### config.mk
export PLATFORM = sky130hd
export DESIGN_NAME = otfm_mux
export DESIGN_NICKNAME = d
export VERILOG_FILES = /design/src/hw/otfm_pkg.sv /design/src/hw/otfm_mux.sv
export VERILOG_INCLUDE_DIRS = /design/src /design/src/hw
export SDC_FILE = /design/constraint.sdc
export NUM_CORES = 1
export LEC_CHECK = 0
export ABC_AREA = 1
export ABC_CLOCK_PERIOD_IN_PS = 2400
export BUFFER_PORTS_ARGS = -buffer_cell sky130_fd_sc_hd__buf_4
export CAP_MARGIN = 20
export CORE_MARGIN = 1
export CORE_UTILIZATION = 54
export CTS_BUF_LIST = sky130_fd_sc_hd__clkbuf_4 sky130_fd_sc_hd__clkbuf_8 sky130_fd_sc_hd__clkbuf_16
export DETAILED_ROUTE_END_ITERATION = 8
export PLACE_DENSITY = 0.82
export SLEW_MARGIN = 20
export SYNTH_ARGS = -nofsm -noshare
export SYNTH_HDL_FRONTEND = slang
export SYNTH_SLANG_ARGS = --single-unit
### constraint.sdc
create_clock -name core_clk -period 2.4 [get_ports core_clk]
set_input_delay 0.12 -clock core_clk [delete_from_list [all_inputs] [get_ports core_clk]]
set_output_delay 0.12 -clock core_clk [all_outputs]
set_load 0.01 [all_outputs]
### src/hw/otfm_regs.svh
`ifndef OTFM_REGS_SVH
`define OTFM_REGS_SVH

// ----------------------------------------
// Register offsets
// ----------------------------------------
`define OTFM_OFS_A_FUNC 4'h0
`define OTFM_OFS_B_FUNC 4'h1
`define OTFM_OFS_RY_FUNC 4'h2
`define OTFM_OFS_AM_SEL 4'h3
`define OTFM_OFS_A_POL 4'h4
`define OTFM_OFS_B_POL 4'h5
`define OTFM_OFS_RY_POL 4'h6
`define OTFM_OFS_WD_LO 4'h7
`define OTFM_OFS_WD_HI 4'h8
`define OTFM_OFS_BOOL_OP 4'h9
`define OTFM_OFS_STATUS 4'ha

// ----------------------------------------
// Reset values
// ----------------------------------------
`define OTFM_RST_A_FUNC 8'h01
`define OTFM_RST_B_FUNC 8'h00
`define OTFM_RST_RY_FUNC 8'h05
`define OTFM_RST_AM_SEL 8'h00
`define OTFM_RST_A_POL 8'h00
`define OTFM_RST_B_POL 8'h00
`define OTFM_RST_RY_POL 8'h01
`define OTFM_RST_WD 16'h0000
`define OTFM_RST_BOOL_OP 8'h00

// ----------------------------------------
// Encodings
// ----------------------------------------
`define OTFM_POL_NO 8'h00
`define OTFM_POL_NC 8'h01
`define OTFM_FN_RUN 8'h00
`define OTFM_FN_AT_SPEED 8'h01
`define OTFM_FN_OVER_SPEED 8'h02
`define OTFM_FN_OVERLOAD 8'h03
`define OTFM_FN_PID_DEV 8'h04
`define OTFM_FN_ALARM 8'h05
`define OTFM_FN_LOSS 8'h06
`define OTFM_FN_SECOND 8'h07
`define OTFM_FN_NET 8'h08
`define OTFM_FN_LOGIC 8'h09
`define OTFM_AM_FREQ 8'h00
`define OTFM_AM_CURRENT 8'h01
`define OTFM_BOOL_AND 8'h00
`define OTFM_BOOL_OR 8'h01
`define OTFM_BOOL_XOR 8'h02

// ----------------------------------------
// Analog loss and timing
// ----------------------------------------
// Current input in 0.01 mA units; 4 mA
`define OTFM_LOSS_CURRENT 16'h0190
`define OTFM_CLK_MHZ 200
`define OTFM_WD_TICK_MS 10
`define OTFM_WD_TICK_CYC (`OTFM_WD_TICK_MS * 1000 * `OTFM_CLK_MHZ)

`endif

### src/hw/otfm_pkg.sv
package otfm_pkg;

	// ----------------------------------------
	// Drive status bundle
	// ----------------------------------------
	typedef struct packed {
		logic run_mode;
		logic output_on;
		logic ramping;
		logic [15:0] freq_out;
		logic [15:0] freq_set;
		logic [15:0] current;
		logic [15:0] overload_level;
		logic [15:0] pid_error;
		logic [15:0] pid_dev_level;
		logic alarm_event;
		logic alarm_clear;
		logic [15:0] voltage_analog_input;
		logic [15:0] voltage_loss_threshold;
		logic [15:0] current_analog_input;
		logic [15:0] process_value;
		logic [15:0] feedback_high_limit;
		logic [15:0] feedback_low_limit;
		logic comm_activity;
		logic bool_in_a;
		logic bool_in_b;
		logic [15:0] speed_pu;
		logic [15:0] current_pu;
	} otfm_drive_t;

	// ----------------------------------------
	// Block state
	// ----------------------------------------
	typedef struct packed {
		logic [2:0][7:0] func_sel;
		logic [2:0][7:0] polarity;
		logic [7:0] analog_monitor_select;
		logic [15:0] comm_watchdog_period;
		logic [7:0] boolean_operator_select;
		logic alarm_flag;
		logic second_stage_flag;
		logic run_prev;
		logic [31:0] tick_cnt;
		logic [15:0] wd_ticks;
		logic [2:0] out_on;
		logic [15:0] analog_monitor_out;
		logic [7:0] rdata;
	} otfm_state_t;

endpackage

### src/hw/otfm_mux.sv
`timescale 1ns/10ps
`include "otfm_regs.svh"
module otfm_mux #(
	parameter int unsigned WD_TICK_CYCLES = `OTFM_WD_TICK_CYC
) (
	// Clock and reset
	input wire logic core_clk,
	input wire logic rst,
	// Register port
	input wire logic [3:0] reg_addr,
	input wire logic [7:0] reg_wdata,
	input wire logic reg_wr,
	input wire logic reg_rd,
	output logic [7:0] reg_rdata,
	// Drive status
	input otfm_pkg::otfm_drive_t drive,
	// Outputs: high means transistor or relay coil on
	output logic logic_out_a_sink,
	output logic logic_out_b_sink,
	output logic alarm_relay_energize,
	output logic [15:0] analog_monitor_out
);

	// ----------------------------------------
	// State
	// ----------------------------------------
	otfm_pkg::otfm_state_t s_q;
	otfm_pkg::otfm_state_t s_d;
	logic [2:0] cond;
	logic at_speed_flag;
	logic over_speed_flag;
	logic overload_warning;
	logic pid_deviation_flag;
	logic analog_loss_flag;
	logic network_timeout_flag;
	logic bool_result;

	// ----------------------------------------
	// Status conditions
	// ----------------------------------------
	assign at_speed_flag = drive.output_on && !drive.ramping &&
		(drive.freq_out == drive.freq_set);
	assign over_speed_flag = drive.output_on && (drive.freq_out >= drive.freq_set);
	assign overload_warning = drive.current > drive.overload_level;
	assign pid_deviation_flag = drive.pid_error > drive.pid_dev_level;
	assign analog_loss_flag = (drive.voltage_analog_input < drive.voltage_loss_threshold) ||
		(drive.current_analog_input < `OTFM_LOSS_CURRENT);
	assign network_timeout_flag = (s_q.comm_watchdog_period != 16'h0000) &&
		(s_q.wd_ticks >= s_q.comm_watchdog_period);

	always_comb begin
		case (s_q.boolean_operator_select)
			`OTFM_BOOL_AND: bool_result = drive.bool_in_a & drive.bool_in_b;
			`OTFM_BOOL_OR: bool_result = drive.bool_in_a | drive.bool_in_b;
			`OTFM_BOOL_XOR: bool_result = drive.bool_in_a ^ drive.bool_in_b;
			default: bool_result = 1'b0;
		endcase
	end

	// ----------------------------------------
	// Per output function selection
	// ----------------------------------------
	for (genvar i = 0; i < 3; i++) begin : g_sel
		always_comb begin
			case (s_q.func_sel[i])
				`OTFM_FN_RUN: cond[i] = drive.run_mode;
				`OTFM_FN_AT_SPEED: cond[i] = at_speed_flag;
				`OTFM_FN_OVER_SPEED: cond[i] = over_speed_flag;
				`OTFM_FN_OVERLOAD: cond[i] = overload_warning;
				`OTFM_FN_PID_DEV: cond[i] = pid_deviation_flag;
				`OTFM_FN_ALARM: cond[i] = s_q.alarm_flag;
				`OTFM_FN_LOSS: cond[i] = analog_loss_flag;
				`OTFM_FN_SECOND: cond[i] = s_q.second_stage_flag;
				`OTFM_FN_NET: cond[i] = network_timeout_flag;
				`OTFM_FN_LOGIC: cond[i] = bool_result;
				default: cond[i] = 1'b0;
			endcase
		end
	end

	// ----------------------------------------
	// Next state
	// ----------------------------------------
	always_comb begin
		s_d = s_q;
		s_d.run_prev = drive.run_mode;
		// Register writes
		if (reg_wr) begin
			case (reg_addr)
				`OTFM_OFS_A_FUNC: s_d.func_sel[0] = reg_wdata;
				`OTFM_OFS_B_FUNC: s_d.func_sel[1] = reg_wdata;
				`OTFM_OFS_RY_FUNC: s_d.func_sel[2] = reg_wdata;
				`OTFM_OFS_AM_SEL: s_d.analog_monitor_select = reg_wdata;
				`OTFM_OFS_A_POL: s_d.polarity[0] = reg_wdata;
				`OTFM_OFS_B_POL: s_d.polarity[1] = reg_wdata;
				`OTFM_OFS_RY_POL: s_d.polarity[2] = reg_wdata;
				`OTFM_OFS_WD_LO: s_d.comm_watchdog_period[7:0] = reg_wdata;
				`OTFM_OFS_WD_HI: s_d.comm_watchdog_period[15:8] = reg_wdata;
				`OTFM_OFS_BOOL_OP: s_d.boolean_operator_select = reg_wdata;
				default: s_d.rdata = s_q.rdata;
			endcase
		end
		// Register reads, data in the next cycle only
		s_d.rdata = 8'h00;
		if (reg_rd) begin
			case (reg_addr)
				`OTFM_OFS_A_FUNC: s_d.rdata = s_q.func_sel[0];
				`OTFM_OFS_B_FUNC: s_d.rdata = s_q.func_sel[1];
				`OTFM_OFS_RY_FUNC: s_d.rdata = s_q.func_sel[2];
				`OTFM_OFS_AM_SEL: s_d.rdata = s_q.analog_monitor_select;
				`OTFM_OFS_A_POL: s_d.rdata = s_q.polarity[0];
				`OTFM_OFS_B_POL: s_d.rdata = s_q.polarity[1];
				`OTFM_OFS_RY_POL: s_d.rdata = s_q.polarity[2];
				`OTFM_OFS_WD_LO: s_d.rdata = s_q.comm_watchdog_period[7:0];
				`OTFM_OFS_WD_HI: s_d.rdata = s_q.comm_watchdog_period[15:8];
				`OTFM_OFS_BOOL_OP: s_d.rdata = s_q.boolean_operator_select;
				`OTFM_OFS_STATUS: s_d.rdata = {2'b00, network_timeout_flag,
					s_q.second_stage_flag, s_q.alarm_flag, s_q.out_on};
				default: s_d.rdata = 8'h00;
			endcase
		end
		// Alarm latch, a new alarm wins over a clear
		if (drive.alarm_event) begin
			s_d.alarm_flag = 1'b1;
		end else if (drive.alarm_clear) begin
			s_d.alarm_flag = 1'b0;
		end
		// Second stage latch
		if (drive.run_mode && (drive.process_value < drive.feedback_low_limit)) begin
			s_d.second_stage_flag = 1'b1;
		end else if ((drive.process_value > drive.feedback_high_limit) ||
			(s_q.run_prev && !drive.run_mode)) begin
			s_d.second_stage_flag = 1'b0;
		end
		// Communications watchdog in 10 ms ticks
		if (drive.comm_activity) begin
			s_d.tick_cnt = 32'h0000_0000;
			s_d.wd_ticks = 16'h0000;
		end else if (s_q.tick_cnt >= 32'(WD_TICK_CYCLES - 1)) begin
			s_d.tick_cnt = 32'h0000_0000;
			if (s_q.wd_ticks != 16'hffff) begin
				s_d.wd_ticks = s_q.wd_ticks + 16'h0001;
			end
		end else begin
			s_d.tick_cnt = s_q.tick_cnt + 32'h0000_0001;
		end
		// Polarity after selection
		for (int k = 0; k < 3; k++) begin
			s_d.out_on[k] = cond[k] ^ (s_q.polarity[k] == `OTFM_POL_NC);
		end
		// Analog monitor
		case (s_q.analog_monitor_select)
			`OTFM_AM_FREQ: s_d.analog_monitor_out = drive.speed_pu;
			`OTFM_AM_CURRENT: s_d.analog_monitor_out = drive.current_pu;
			default: s_d.analog_monitor_out = 16'h0000;
		endcase
	end

	always_ff @(posedge core_clk) begin
		if (rst) begin
			s_q <= '0;
			s_q.func_sel[0] <= `OTFM_RST_A_FUNC;
			s_q.func_sel[1] <= `OTFM_RST_B_FUNC;
			s_q.func_sel[2] <= `OTFM_RST_RY_FUNC;
			s_q.analog_monitor_select <= `OTFM_RST_AM_SEL;
			s_q.polarity[0] <= `OTFM_RST_A_POL;
			s_q.polarity[1] <= `OTFM_RST_B_POL;
			s_q.polarity[2] <= `OTFM_RST_RY_POL;
			s_q.comm_watchdog_period <= `OTFM_RST_WD;
			s_q.boolean_operator_select <= `OTFM_RST_BOOL_OP;
		end else begin
			s_q <= s_d;
		end
	end

	// ----------------------------------------
	// Outputs
	// ----------------------------------------
	assign logic_out_a_sink = s_q.out_on[0];
	assign logic_out_b_sink = s_q.out_on[1];
	assign alarm_relay_energize = s_q.out_on[2];
	assign analog_monitor_out = s_q.analog_monitor_out;
	assign reg_rdata = s_q.rdata;

	// ----------------------------------------
	// Checks
	// ----------------------------------------
	pol_apply_a: assert property (@(posedge core_clk) disable iff (rst)
		!$past(rst) |->
		s_q.out_on[0] == ($past(cond[0]) ^ ($past(s_q.polarity[0]) == `OTFM_POL_NC)))
		else $error("logic out a not condition xor polarity");

	no_invert_a: assert property (@(posedge core_clk) disable iff (rst)
		(!rst && s_q.polarity[0] == `OTFM_POL_NO && cond[0]) |=> logic_out_a_sink)
		else $error("normally open output not sinking when true");

	nc_invert_a: assert property (@(posedge core_clk) disable iff (rst)
		(!rst && s_q.polarity[1] == `OTFM_POL_NC && cond[1]) |=> !logic_out_b_sink)
		else $error("normally closed output sinking when true");

	relay_invert_a: assert property (@(posedge core_clk) disable iff (rst)
		(!rst && s_q.polarity[2] == `OTFM_POL_NC && $stable(cond[2])) |=>
		(alarm_relay_energize != $past(cond[2])))
		else $error("relay sense not inverted");

	run_select_a: assert property (@(posedge core_clk) disable iff (rst)
		(!rst && s_q.func_sel[1] == `OTFM_FN_RUN && s_q.polarity[1] == `OTFM_POL_NO)
		|=> logic_out_b_sink == $past(drive.run_mode))
		else $error("run function not following run mode");

	arrive_ramp_a: assert property (@(posedge core_clk) disable iff (rst)
		(drive.ramping || !drive.output_on) |-> !at_speed_flag)
		else $error("arrival active while ramping or off");

	over_freq_a: assert property (@(posedge core_clk) disable iff (rst)
		(drive.output_on && drive.freq_out >= drive.freq_set) |-> over_speed_flag)
		else $error("over frequency flag missing");

	alarm_hold_a: assert property (@(posedge core_clk) disable iff (rst)
		(!rst && drive.alarm_event) |=> s_q.alarm_flag)
		else $error("alarm not latched");

	alarm_keep_a: assert property (@(posedge core_clk) disable iff (rst)
		(s_q.alarm_flag && !drive.alarm_clear) |=> s_q.alarm_flag)
		else $error("alarm dropped without clear");

	loss_current_a: assert property (@(posedge core_clk) disable iff (rst)
		(drive.current_analog_input < `OTFM_LOSS_CURRENT) |-> analog_loss_flag)
		else $error("current loop loss not flagged");

	stage_stop_a: assert property (@(posedge core_clk) disable iff (rst)
		($fell(drive.run_mode)) |=> !s_q.second_stage_flag)
		else $error("second stage not off on stop");

	stage_on_a: assert property (@(posedge core_clk) disable iff (rst)
		(!rst && drive.run_mode && drive.process_value < drive.feedback_low_limit)
		|=> s_q.second_stage_flag)
		else $error("second stage not on below low limit");

	wd_clear_a: assert property (@(posedge core_clk) disable iff (rst)
		drive.comm_activity |=> !network_timeout_flag)
		else $error("network flag set right after activity");

	bad_code_a: assert property (@(posedge core_clk) disable iff (rst)
		(s_q.func_sel[0] > `OTFM_FN_LOGIC) |-> !cond[0])
		else $error("unsupported code gave active condition");

	monitor_cur_a: assert property (@(posedge core_clk) disable iff (rst)
		(!rst && s_q.analog_monitor_select == `OTFM_AM_CURRENT) |=>
		analog_monitor_out == $past(drive.current_pu))
		else $error("monitor not showing current");

	read_late_a: assert property (@(posedge core_clk) disable iff (rst)
		(!rst && reg_rd && reg_addr == `OTFM_OFS_RY_POL) |=>
		reg_rdata == $past(s_q.polarity[2]))
		else $error("relay polarity read back wrong");

	arrive_on_a: assert property (@(posedge core_clk) disable iff (rst)
		(!rst && s_q.func_sel[0] == `OTFM_FN_AT_SPEED && s_q.polarity[0] == `OTFM_POL_NO &&
		drive.output_on && !drive.ramping && drive.freq_out == drive.freq_set)
		|=> logic_out_a_sink)
		else $error("arrival not shown at set frequency");

	below_freq_a: assert property (@(posedge core_clk) disable iff (rst)
		(!drive.output_on || drive.freq_out < drive.freq_set) |-> !over_speed_flag)
		else $error("over frequency flag while off or below");

	overload_out_a: assert property (@(posedge core_clk) disable iff (rst)
		(!rst && s_q.func_sel[1] == `OTFM_FN_OVERLOAD && s_q.polarity[1] == `OTFM_POL_NO &&
		drive.current > drive.overload_level) |=> logic_out_b_sink)
		else $error("overload warning not shown");

	deviation_out_a: assert property (@(posedge core_clk) disable iff (rst)
		(!rst && s_q.func_sel[0] == `OTFM_FN_PID_DEV && s_q.polarity[0] == `OTFM_POL_NO &&
		drive.pid_error <= drive.pid_dev_level) |=> !logic_out_a_sink)
		else $error("deviation shown within threshold");

	loss_volt_a: assert property (@(posedge core_clk) disable iff (rst)
		(drive.voltage_analog_input < drive.voltage_loss_threshold) |-> analog_loss_flag)
		else $error("voltage input loss not flagged");

	loss_none_a: assert property (@(posedge core_clk) disable iff (rst)
		(drive.voltage_analog_input >= drive.voltage_loss_threshold &&
		drive.current_analog_input >= `OTFM_LOSS_CURRENT) |-> !analog_loss_flag)
		else $error("loss flagged without signal loss");

	wd_off_a: assert property (@(posedge core_clk) disable iff (rst)
		(s_q.comm_watchdog_period == 16'h0000) |-> !network_timeout_flag)
		else $error("network flag with watchdog disabled");

	tick_bound_a: assert property (@(posedge core_clk) disable iff (rst)
		s_q.tick_cnt < 32'(WD_TICK_CYCLES))
		else $error("watchdog tick counter out of range");

	bool_xor_a: assert property (@(posedge core_clk) disable iff (rst)
		(!rst && s_q.func_sel[0] == `OTFM_FN_LOGIC && s_q.polarity[0] == `OTFM_POL_NO &&
		s_q.boolean_operator_select == `OTFM_BOOL_XOR && (drive.bool_in_a != drive.bool_in_b))
		|=> logic_out_a_sink)
		else $error("logic output not following exclusive or");

	monitor_freq_a: assert property (@(posedge core_clk) disable iff (rst)
		(!rst && s_q.analog_monitor_select == `OTFM_AM_FREQ) |=>
		analog_monitor_out == $past(drive.speed_pu))
		else $error("monitor not showing speed");

	monitor_bad_a: assert property (@(posedge core_clk) disable iff (rst)
		(!rst && s_q.analog_monitor_select > `OTFM_AM_CURRENT) |=> analog_monitor_out == 16'h0000)
		else $error("monitor not zero for unsupported select");

	rdata_idle_a: assert property (@(posedge core_clk) disable iff (rst)
		(!rst && !reg_rd) |=> reg_rdata == 8'h00)
		else $error("read data not zero outside read cycle");

	pol_write_a: assert property (@(posedge core_clk) disable iff (rst)
		(!rst && reg_wr && reg_addr == `OTFM_OFS_A_POL) |=> s_q.polarity[0] == $past(reg_wdata))
		else $error("polarity write lost");

	relay_follow_a: assert property (@(posedge core_clk) disable iff (rst)
		(!rst && s_q.polarity[2] == `OTFM_POL_NO) |=> alarm_relay_energize == $past(cond[2]))
		else $error("normally open relay not following condition");

	bad_relay_a: assert property (@(posedge core_clk) disable iff (rst)
		(s_q.func_sel[2] > `OTFM_FN_LOGIC) |-> !cond[2])
		else $error("unsupported relay code gave active condition");

	reset_pol_a: assert property (@(posedge core_clk)
		rst |=> (s_q.polarity[0] == `OTFM_POL_NO && s_q.polarity[1] == `OTFM_POL_NO &&
		s_q.polarity[2] == `OTFM_POL_NC))
		else $error("polarity defaults wrong after reset");

	alarm_clear_a: assert property (@(posedge core_clk) disable iff (rst)
		(!rst && drive.alarm_clear && !drive.alarm_event) |=> !s_q.alarm_flag)
		else $error("alarm not cleared");

	stage_high_a: assert property (@(posedge core_clk) disable iff (rst)
		(!rst && drive.process_value > drive.feedback_high_limit &&
		!(drive.run_mode && drive.process_value < drive.feedback_low_limit)) |=>
		!s_q.second_stage_flag)
		else $error("second stage not off above high limit");

endmodule

==> impl_results.md, run 1 <==
* Status: completed
* Crit share post-route at 0.887
* Reg-to-reg startpoint: s_q[43]
* Worst-Margin Slew at between 700 and 800 ps
* CTS tree: done
* Port Buffers at between 200 and 300
* Die Ht at about 140 µm
* Crit path arrival time at around 2500 ps
* RSZ-0062 raised after global routing: no
* Most frequent CP cell: nand2_1
* Adder-Cell Fraction of Synth Area at 0.138
* Ys Warns at 0
* DR DRC count at 0
* Leak at about 6.7 nW
* GP Congestion at 0.905
* Vias per cell at approximately 5.3
* Post-layout minimum cycle time at roughly 2100 ps
* CP Data Required Time at 2750 ps
* DRT Wirelength at approximately 28000 µm
* Tightest hold margin at a little under 20 ps
* Yosys cell types at between 40 and 50
* CTS buffer count at 17
* Worst Hold Class: in2reg
* Async set or reset register ratio after synthesis at 0
* Reg2Reg Depth at 13
* Pre-antenna DRT Iters at 5
* CP max stage delay at about 340 ps
* Initial DRC count at around 600
* CP Buf/Inv Count at 1
* Number of synthesized flops with an enable pin at 0
* Post-layout util at 0.697
* R2R setup slack at about 270 ps
* Most common cell after layout, fill and taps aside: inv_1
* Tot GR Track Use at 0.285
* Ports at ~280
* Congestion Overflow GR at 0
* Xor/xnor share of the synthesized area at 0.0127
* Effective utilization at floorplan at 0.552
* Worst Path Max Fanout at 11
* Worst Setup EP: s_q[33]
* Post-Synth Simple-Gate Area at 0.234
* Area Overhead vs Synth at 26.2%
* Slew HR at 0.507
* Antenna viol nets, final at 0
* H-tree levels at 4
* Final Setup Violations at 0
* Detailed Place HPWL at around 22000 µm
* Post-Syn Area per Cell at between 6 and 7 µm²
* Placed instance count at slightly below 2000
* CP startpoint: s_q[43]
* Cell Rows at 50
* #FFs+latches synth at 158
* Initial antenna violation count at 0
* Die ar. at around 20000 µm²
* Crit Path Class: reg2reg
* Via count at roughly 11000
* Post-synthesis sequential area ratio at 0.306
* Prevailing post-synth register cell: dfxtp_1
* Worst path top cell family by delay: simple AND/OR/NAND/NOR gates
* Deepest clock path buffer count at 2
* Final Hold Vio Count at 0
* Core footprint at approximately 19000 µm²
* F_max at around 0.47 GHz
* Area of the mapped netlist at slightly above 10000 µm²
* Non-filler cells, final at ~2000
* Setup_tns at 0 ps
* Post-Synthesis Cells at roughly 1500
* Die width at 140 µm
* Crit-path cells: ha_1 -> nand3_1 -> nor2_2 -> nand2_1 -> nand2_1 -> nand4_1 -> nand2_1 -> nand2_1 -> nand2_1 -> nand2_2 -> inv_1 -> nand2_1 -> a21oi_1
* Clock root cell: clkbuf_16
* # nets final at between 2000 and 2500
* Main combinational cell family by area after synthesis: simple AND/OR/NAND/NOR gates
* Maximum vdd drop at 0.423 mV
* Post-synthesis mux area share at 0
* Pwr dens at about 500 nW/µm²
* Layout cells sized above 1 at 0.183
* N_diodes at 0
* Later-pin clock latency in the skew report at approximately 420 ps
* Most frequent cells in the layout: inv_1, buf_4, nand2_1, dfxtp_1, nor2_1
* Worst Skew at about 7.1 ps
* Critical path's slowest cell: dfxtp_1
* Sink Count at between 150 and 200
* CP Launch Type: flip-flop
* Largest net degree at the start of global routing at 32
* Reg-to-Reg End: s_q[33]
* Vias in the first global route at a little under 10000
* Max-Cap Viols at 0
* DR WL/cell at 13.9 µm
* Count of pins over their slew limit at 0
* CTS clk-pin slew, worst paths at about 60 ps
* Synth Area in Compound Gates at 0.164
* First-pass GRT wire length at around 45000 µm
* Crit. path cell count at 13
* Crit end category: flip-flop
-- state kept, by name (all words and copies together), names as in the netlist --
signal / count
logic_out_b_sink: 1
s_q: 131
reg_rdata: 8
alarm_relay_energize: 1
analog_monitor_out: 16
logic_out_a_sink: 1
-- area by class of cell --
type                            count  area [µm²]
Fill cell                        1561        5660
Clock buffer                       18         433
Multi-Input combinational cell   1008        5710
Timing Repair Buffer              288        2170
Clock inverter                     13         118
Inverter                          306        1150
Sequential cell                   158        3160
Tap cell                          234         293
-- metrics by stage --
stage / setup WS (ps) / cell area [µm²] / power (W)
final: 270 / 13000 / 0.00639
after global routing: 26.2 / 13000 / 0.00667
after CTS: 291 / 13000 / 0.00641
after detailed placement: 319 / 12400 / 0.00392
after global placement: 360 / 12400 / 0.00388
after floorplan: 606 / 10400 / 0.00340
-- cells in the mapped netlist (24+ instances only) --
cell type	number	area, µm²
buf_4	24	180
nand4_1	25	156
ha_1	114	1430
clkbuf_1	30	113
a21oi_1	146	731
nand3_1	71	355
dfxtp_1	158	3160
o21ai_0	90	450
nor2_1	151	567
nand2_1	252	946
inv_1	304	1140
o22ai_1	38	238
-- power by group --
part	total, W	leakage, nW	internal [W]	switching [W]
sequential	0.00273	1.29	0.00269	0.0000374
combinational	0.00114	5.13	0.000559	0.000584
clock	0.00251	0.270	0.00143	0.00108
-- worst min-delay path by stage --
stage | slack, ps | depth (start not counted) | start | endpoint
6_report | 20 | 5 | drive[22] | analog_monitor_out[6]
5_1_grt | 30 | 5 | drive[29] | analog_monitor_out[13]
4_1_cts | 9 | 5 | drive[24] | analog_monitor_out[8]
3_5_place_dp | 370 | 2 | rst | s_q[75]
3_3_place_gp | 360 | 2 | rst | s_q[75]
2_1_floorplan | 240 | 2 | drive[132] | s_q[77]
-- what timing repair did --
item                      4_1_cts  5_1_grt
setup buffers                   0        0
hold buffers                    5        0
resized for setup               0        0
hold endpoints to repair        8        0
-- tightest hold or removal path: stages --
cell	delay, ps
buf_4	110
inv_1	40
o22ai_1	60
inv_1	50
nor2_1	30
-- per-layer routing --
metal  part of all wire  GRT usage
met3              0.087     0.0615
met5                  0          0
met4              0.034      0.132
met1               0.39      0.311
met2               0.49      0.522
-- cell families (layout without fill, tap and decap cells) --
family / count (synthesis) / count (layout)
other: 1 / 11
AOI/OAI and AO/OA: 309 / 309
adders and majority gates: 114 / 114
DFF: 158 / 158
xor gates and xnor gates: 15 / 15
and+or+nand+nor: 559 / 559
buffers and inverters: 367 / 625
Power figures use the tool's default switching activity.
==> inputs of run 2 (changes only) <==
CAP_MARGIN = default   (was 20)
CORE_MARGIN = 3   (was 1)
==> run 2 against run 1 <==
Effect of this change:
- combinational power hardly changed
- register-to-register slack hardly changed
- count of clock-buffer cells in the layout is 4 higher
- clock skew is 0.95 ps higher
- maximum frequency is 0.45% higher
- sequential share of layout area hardly changed
- wire length is 5.4% higher
- highest routed layer unchanged
==> impl_results.md, run 2 (same netlist as run 1, synthesis figures left out) <==
* Detailed Place HPWL at 23600 µm (+6.3%)
* F_max at 0.472 GHz (+0.45%)
* CP startpoint: s_q[43]
* Die ar. at 20800 µm² (+5.8%)
* Most frequent cells in the layout: inv_1, buf_4, nand2_1, dfxtp_1, nor2_1
* Reg area at 3160 µm² (unchanged)
* H-tree levels at 4 (unchanged)
* Worst Hold Class: in2reg
* Pre-antenna DRT Iters at 6 (+1)
* Core footprint at 18400 µm² (-1.7%)
* Ports at 275 (unchanged)
* DR DRC count at 0 (unchanged)
* Worst Path Max Fanout at 13 (+2)
* Layout cells sized above 1 at 0.184 (+0.000661)
* Vias in the first global route at 9948 (+0.11%)
* Antenna viol nets, final at 0 (unchanged)
* Count of pins over their slew limit at 0 (unchanged)
* Effective utilization at floorplan at 0.562 (+0.00939)
* Tot GR Track Use at 0.272 (-0.0122)
* CTS buffer count at 17 (unchanged)
* Crit share post-route at 0.883 (-0.00398)
* Max-Cap Viols at 0 (unchanged)
* CP Data Required Time at 2760 ps (about the same)
* Reg2Reg Depth at 13 (unchanged)
* CTS tree: done
* Hold path cells at 5 (unchanged)
* Final Hold Vio Count at 0 (unchanged)
* Tightest hold margin at 14.7 ps (-4.75 ps)
* DRT Wirelength at 29700 µm (+5.4%)
* Reg-to-reg startpoint: s_q[43]
* Crit path arrival time at 2480 ps (about the same)
* Crit-path cells: ha_1 -> nand3_1 -> nor2_2 -> nand2_1 -> nand2_1 -> nand4_1 -> nand2_1 -> nand2_1 -> nand2_1 -> nand2_4 -> inv_1 -> nand2_1 -> a21oi_1
* # nets final at 2140 (-0.047%)
* Status: completed
* Slew HR at 0.644 (+0.137)
* Initial antenna violation count at 0 (unchanged)
* Crit end category: flip-flop
* Crit Path Class: reg2reg
* Pwr dens at 494 nW/µm² (+0.82%)
* Vias per cell at 5.38 (+2.4%)
* Largest register FFs at 131 (unchanged)
* GP Congestion at 0.975 (+7.7%)
* Critical path's slowest cell: dfxtp_1
* Leak at 6.69 nW (about the same)
* Clock root cell: clkbuf_16
* Top reg by flops: s_q
* Area after DPL at 12400 µm² (about the same)
* First-pass GRT wire length at 45400 µm (+0.57%)
* CP max stage delay at 340 ps (about the same)
* Congestion Overflow GR at 0 (unchanged)
* Final Cell Area at 13000 µm² (about the same)
* Largest net degree at the start of global routing at 35 (+9.4%)
* Deepest clock path buffer count at 2 (unchanged)
* Post-CTS setup buffers at 0 (unchanged)
* Most frequent CP cell: nand2_1
* Cell Rows at 49 (-2.0%)
* Port Buffers at 270 (unchanged)
* Maximum vdd drop at 0.439 mV (+3.8%)
* RSZ-0062 raised after global routing: no
* Initial DRC count at 606 (+0.66%)
* Later-pin clock latency in the skew report at 430 ps (about the same)
* Post-layout minimum cycle time at 2120 ps (-9.55 ps)
* Die Ht at 144 µm (+2.9%)
* DR WL/cell at 14.7 µm (+5.7%)
* Sink Count at 158 (unchanged)
* N_diodes at 0 (unchanged)
* Worst-Margin Slew at 532 ps (-207 ps)
* FILL cells at 1542 (-1.2%)
* Final Setup Violations at 0 (unchanged)
* Post-layout util at 0.709 (+0.0117)
* Most common cell after layout, fill and taps aside: inv_1
* Area Overhead vs Synth at 26.2% (about the same)
* R2R setup slack at 280 ps (about the same)
* CP Launch Type: flip-flop
* Multi-input gate area at 5720 µm² (about the same)
* CTS clk-pin slew, worst paths at 60 ps (about the same)
* Via count at 10900 (+2.0%)
* Hold Crit Start: drive[30]
* Setup_tns at 0 ps (unchanged)
* Worst Skew at 8.08 ps (+0.952 ps)
* Die width at 144 µm (+2.9%)
-- run 2: final cells by class --
cell class	instances	share of cell area
clock buffer	22	0.0365
clock inverter	9	0.00662
inverter	306	0.0881
multi-input combinational	1008	0.438
sequential	158	0.243
tap	229	0.0220
timing repair buffer	287	0.166
-- run 2: path summary, 6_finish.rpt --
kind | endpoint
min reg2reg | s_q[43]
max | s_q[41]
max reg2reg | s_q[41]
min | analog_monitor_out[14]
-- run 2: timing repair --
action,4_1_cts,5_1_grt
endpoints found under the setup margin,0,5
hold buffers,3,0
resized for setup,0,1
endpoints found under the hold margin,3,0
-- run 2: worst max-delay path, delay by kind of cell, from the launching register on --
family | cells | cell delay [ps]
adder cells (fa/ha/maj) | 1 | 190
buffers and inverters | 1 | 310
AND/OR/NAND/NOR | 10 | 1050
flip-flops | 1 | 340
AO/OA/AOI/OAI | 1 | 140
-- run 2: per-layer routing --
layer / vias up / GRT usage / wire [µm]
met3: 92 / 0.0579 / 2590
met5: - / 0 / 0
li1: 5433 / - / -
met2: 499 / 0.494 / 14600
met1: 4843 / 0.307 / 11500
met4: 0 / 0.117 / 1040
-- run 2: through the flow --
step	power (W)	worst slack (ps)	std cells
after detailed placement	0.00393	279	1985
after global routing	0.00672	17.3	2019
after CTS	0.00646	236	2019
final	0.00644	280	2019
after global placement	0.00389	318	1985
after floorplan	0.00340	606	1533
-- run 2: where the power goes --
group          internal (W)  switching (W)
logic              0.000558       0.000591
clock network       0.00151        0.00105
registers           0.00269      0.0000383
total               0.00476        0.00168
==> inputs of run 3 (changes only) <==
ABC_CLOCK_PERIOD_IN_PS = 1970   (was 2400)
clock period = 1.97 ns   (was 2.4 ns; I/O delays follow)
==> run 3 against run 2 <==
Effect of this change:
- hold slack got worse by 13 ps
- global-route usage rose by 0.44 points
- clock skew barely moved
- maximum frequency rose by 8.4%
- cell area rose by 3.8%
- via count rose by 0.75%
- die area did not move
- critical path depth fell by 2
- flip-flop and latch count did not move
==> impl_results.md, run 3 (same netlist as run 1, synthesis figures left out) <==
* Area Overhead vs Synth at 31.0%
* Cell Rows at 49 (unchanged)
* Crit share post-route at 0.992 (+0.109)
* Max-Cap Viols at 0 (unchanged)
* Worst-Margin Slew at 526 ps (-5.89 ps)
* Crit end category: flip-flop
* R2R setup slack at 10 ps (-270 ps)
* DR DRC count at 0 (unchanged)
* Maximum vdd drop at 0.616 mV (+40%)
* Hold Crit Start: drive[17]
* Via count at 10900 (+0.75%)
* Layout cells sized above 1 at 0.210 (+0.0265)
* CP Data Required Time at 2290 ps (-470 ps)
* CP max stage delay at 380 ps (+40 ps)
* RSZ-0062 raised after global routing: yes
* CTS tree: done
* Pre-antenna DRT Iters at 7 (+1)
* Slew HR at 0.648 (+0.00394)
* F_max at 0.511 GHz (+8.4%)
* Critical path's slowest cell: dfxtp_4
* DR WL/cell at 15.1 µm (+2.4%)
* Worst Skew at 8.45 ps (+0.371 ps)
* Reg-to-reg startpoint: s_q[27]
* Die ar. at 20800 µm² (unchanged)
* Hold path cells at 5 (unchanged)
* Status: completed
* Initial DRC count at 668 (+10%)
* Worst Hold Class: in2reg
* Crit-path cells: ha_4 -> nand2_1 -> inv_2 -> nand4_4 -> nand3b_4 -> or3_4 -> nand2_8 -> buf_4 -> clkinvlp_4 -> nand2_1 -> a21oi_1
* Final Hold Vio Count at 0 (unchanged)
* N_diodes at 0 (unchanged)
* Ports at 275 (unchanged)
* Reg-to-Reg End: s_q[42]
* CP Buf/Inv Count at 3 (+2)
* Initial antenna violation count at 0 (unchanged)
* Effective utilization at floorplan at 0.562 (unchanged)
* Worst path top cell family by delay: simple AND/OR/NAND/NOR gates
* Core footprint at 18400 µm² (unchanged)
* Most frequent CP cell: nand2_1
* Antenna viol nets, final at 0 (unchanged)
* FILL cells at 1438 (-6.7%)
* Most frequent cells in the layout: buf_4, inv_1, nand2_1, dfxtp_1, nor2_1
* Vias per cell at 5.34 (-0.78%)
* Clock root cell: clkbuf_16
* Top reg by flops: s_q
* Leak at 6.89 nW (+2.9%)
* Crit path arrival time at 2270 ps (-210 ps)
* Vias in the first global route at 10100 (+1.2%)
* WHS Endpoint: analog_monitor_out[1]
* Later-pin clock latency in the skew report at 430 ps (about the same)
* Deepest clock path buffer count at 2 (unchanged)
* CP Launch Type: flip-flop
* H-tree levels at 4 (unchanged)
* Detailed Place HPWL at 23300 µm (-0.93%)
* Final Cell Area at 13500 µm² (+3.8%)
* Port Buffers at 270 (unchanged)
* Tot GR Track Use at 0.277 (+0.00445)
* Congestion Overflow GR at 0 (unchanged)
* Reg2Reg Depth at 11 (-2)
* Die Ht at 144 µm (unchanged)
* # nets final at 2170 (+1.4%)
* PnR Total Power at 0.00825 W (+28%)
* GP Congestion at 0.936 (-3.9%)
* First-pass GRT wire length at 46400 µm (+2.3%)
* Worst Path Max Fanout at 5 (-8)
* Area after DPL at 12600 µm² (+0.88%)
* Die width at 144 µm (unchanged)
* Post-layout minimum cycle time at 1960 ps (-165 ps)
* Final Setup Violations at 0 (unchanged)
* DRT Wirelength at 30900 µm (+4.0%)
* Most common cell after layout, fill and taps aside: buf_4
* Count of pins over their slew limit at 0 (unchanged)
* Sink Count at 158 (unchanged)
* CTS clk-pin slew, worst paths at 60 ps (about the same)
* Largest net degree at the start of global routing at 70 (+100%)
* Pwr dens at 610 nW/µm² (+23%)
* Crit Path Class: reg2reg
* CTS buffer count at 17 (unchanged)
* Largest register FFs at 131 (unchanged)
-- run 3: area by class of cell --
type | instances | area (µm²) | share of cell area
multi-input cells | 1008 | 5850 | 0.432
flip-flops and latches | 158 | 3170 | 0.235
repair buffers | 315 | 2410 | 0.178
inverters | 306 | 1160 | 0.0854
clock buffers | 21 | 480 | 0.0355
well taps | 229 | 287 | 0.0212
clock inverters | 11 | 154 | 0.0114
repair inverters | 2 | 15.0 | 0.00111
-- run 3: worst max-delay path by stage --
stage             from  endpoint  slack, ps  cells after the start
6_report       s_q[27]   s_q[42]         10                     11
4_1_cts        s_q[27]   s_q[30]         20                     11
3_3_place_gp   s_q[27]   s_q[30]         80                     11
3_5_place_dp   s_q[43]   s_q[37]         50                     13
2_1_floorplan  s_q[28]   s_q[28]        180                     11
5_1_grt        s_q[43]   s_q[42]        -90                     14
-- run 3: power by group --
part | switching, W | internal [W]
logic | 0.000735 | 0.000701
clock network | 0.00135 | 0.00214
registers | 0.0000455 | 0.00328
total | 0.00213 | 0.00612
-- run 3: through the flow --
stage | util | cells | setup slack, ps | hold slack [ps] | setup TNS (ps)
after detailed placement | 0.682 | 1998 | 45.8 | 344 | 0
after CTS | 0.723 | 2042 | 18.9 | 1.15 | 0
after global placement | 0.682 | 1998 | 83.9 | 338 | 0
after global routing | 0.736 | 2050 | -92.7 | 17.9 | -632
after floorplan | - | 1533 | 176 | 219 | 0
final | 0.736 | 2050 | 14.9 | 1.47 | 0
-- run 3: tightest hold or removal path, delay by kind of cell --
family	cells	cell delay [ps]
buffers and inverters	3	190
AO/OA/AOI/OAI	1	60
AND/OR/NAND/NOR	1	30
-- run 3: timing repair --
item,4_1_cts,5_1_grt
hold buffers,12,0
hold endpoints to repair,16,0
resized for setup,0,47
setup endpoints to repair,0,38
setup buffers,0,6
-- run 3: per-layer routing --
metal / up-vias / part of all wire / GRT usage
met5: - / 0 / 0
met2: 482 / 0.49 / 0.500
met4: 0 / 0.035 / 0.113
met1: 4881 / 0.39 / 0.318
li1: 5503 / - / -
met3: 82 / 0.088 / 0.0562
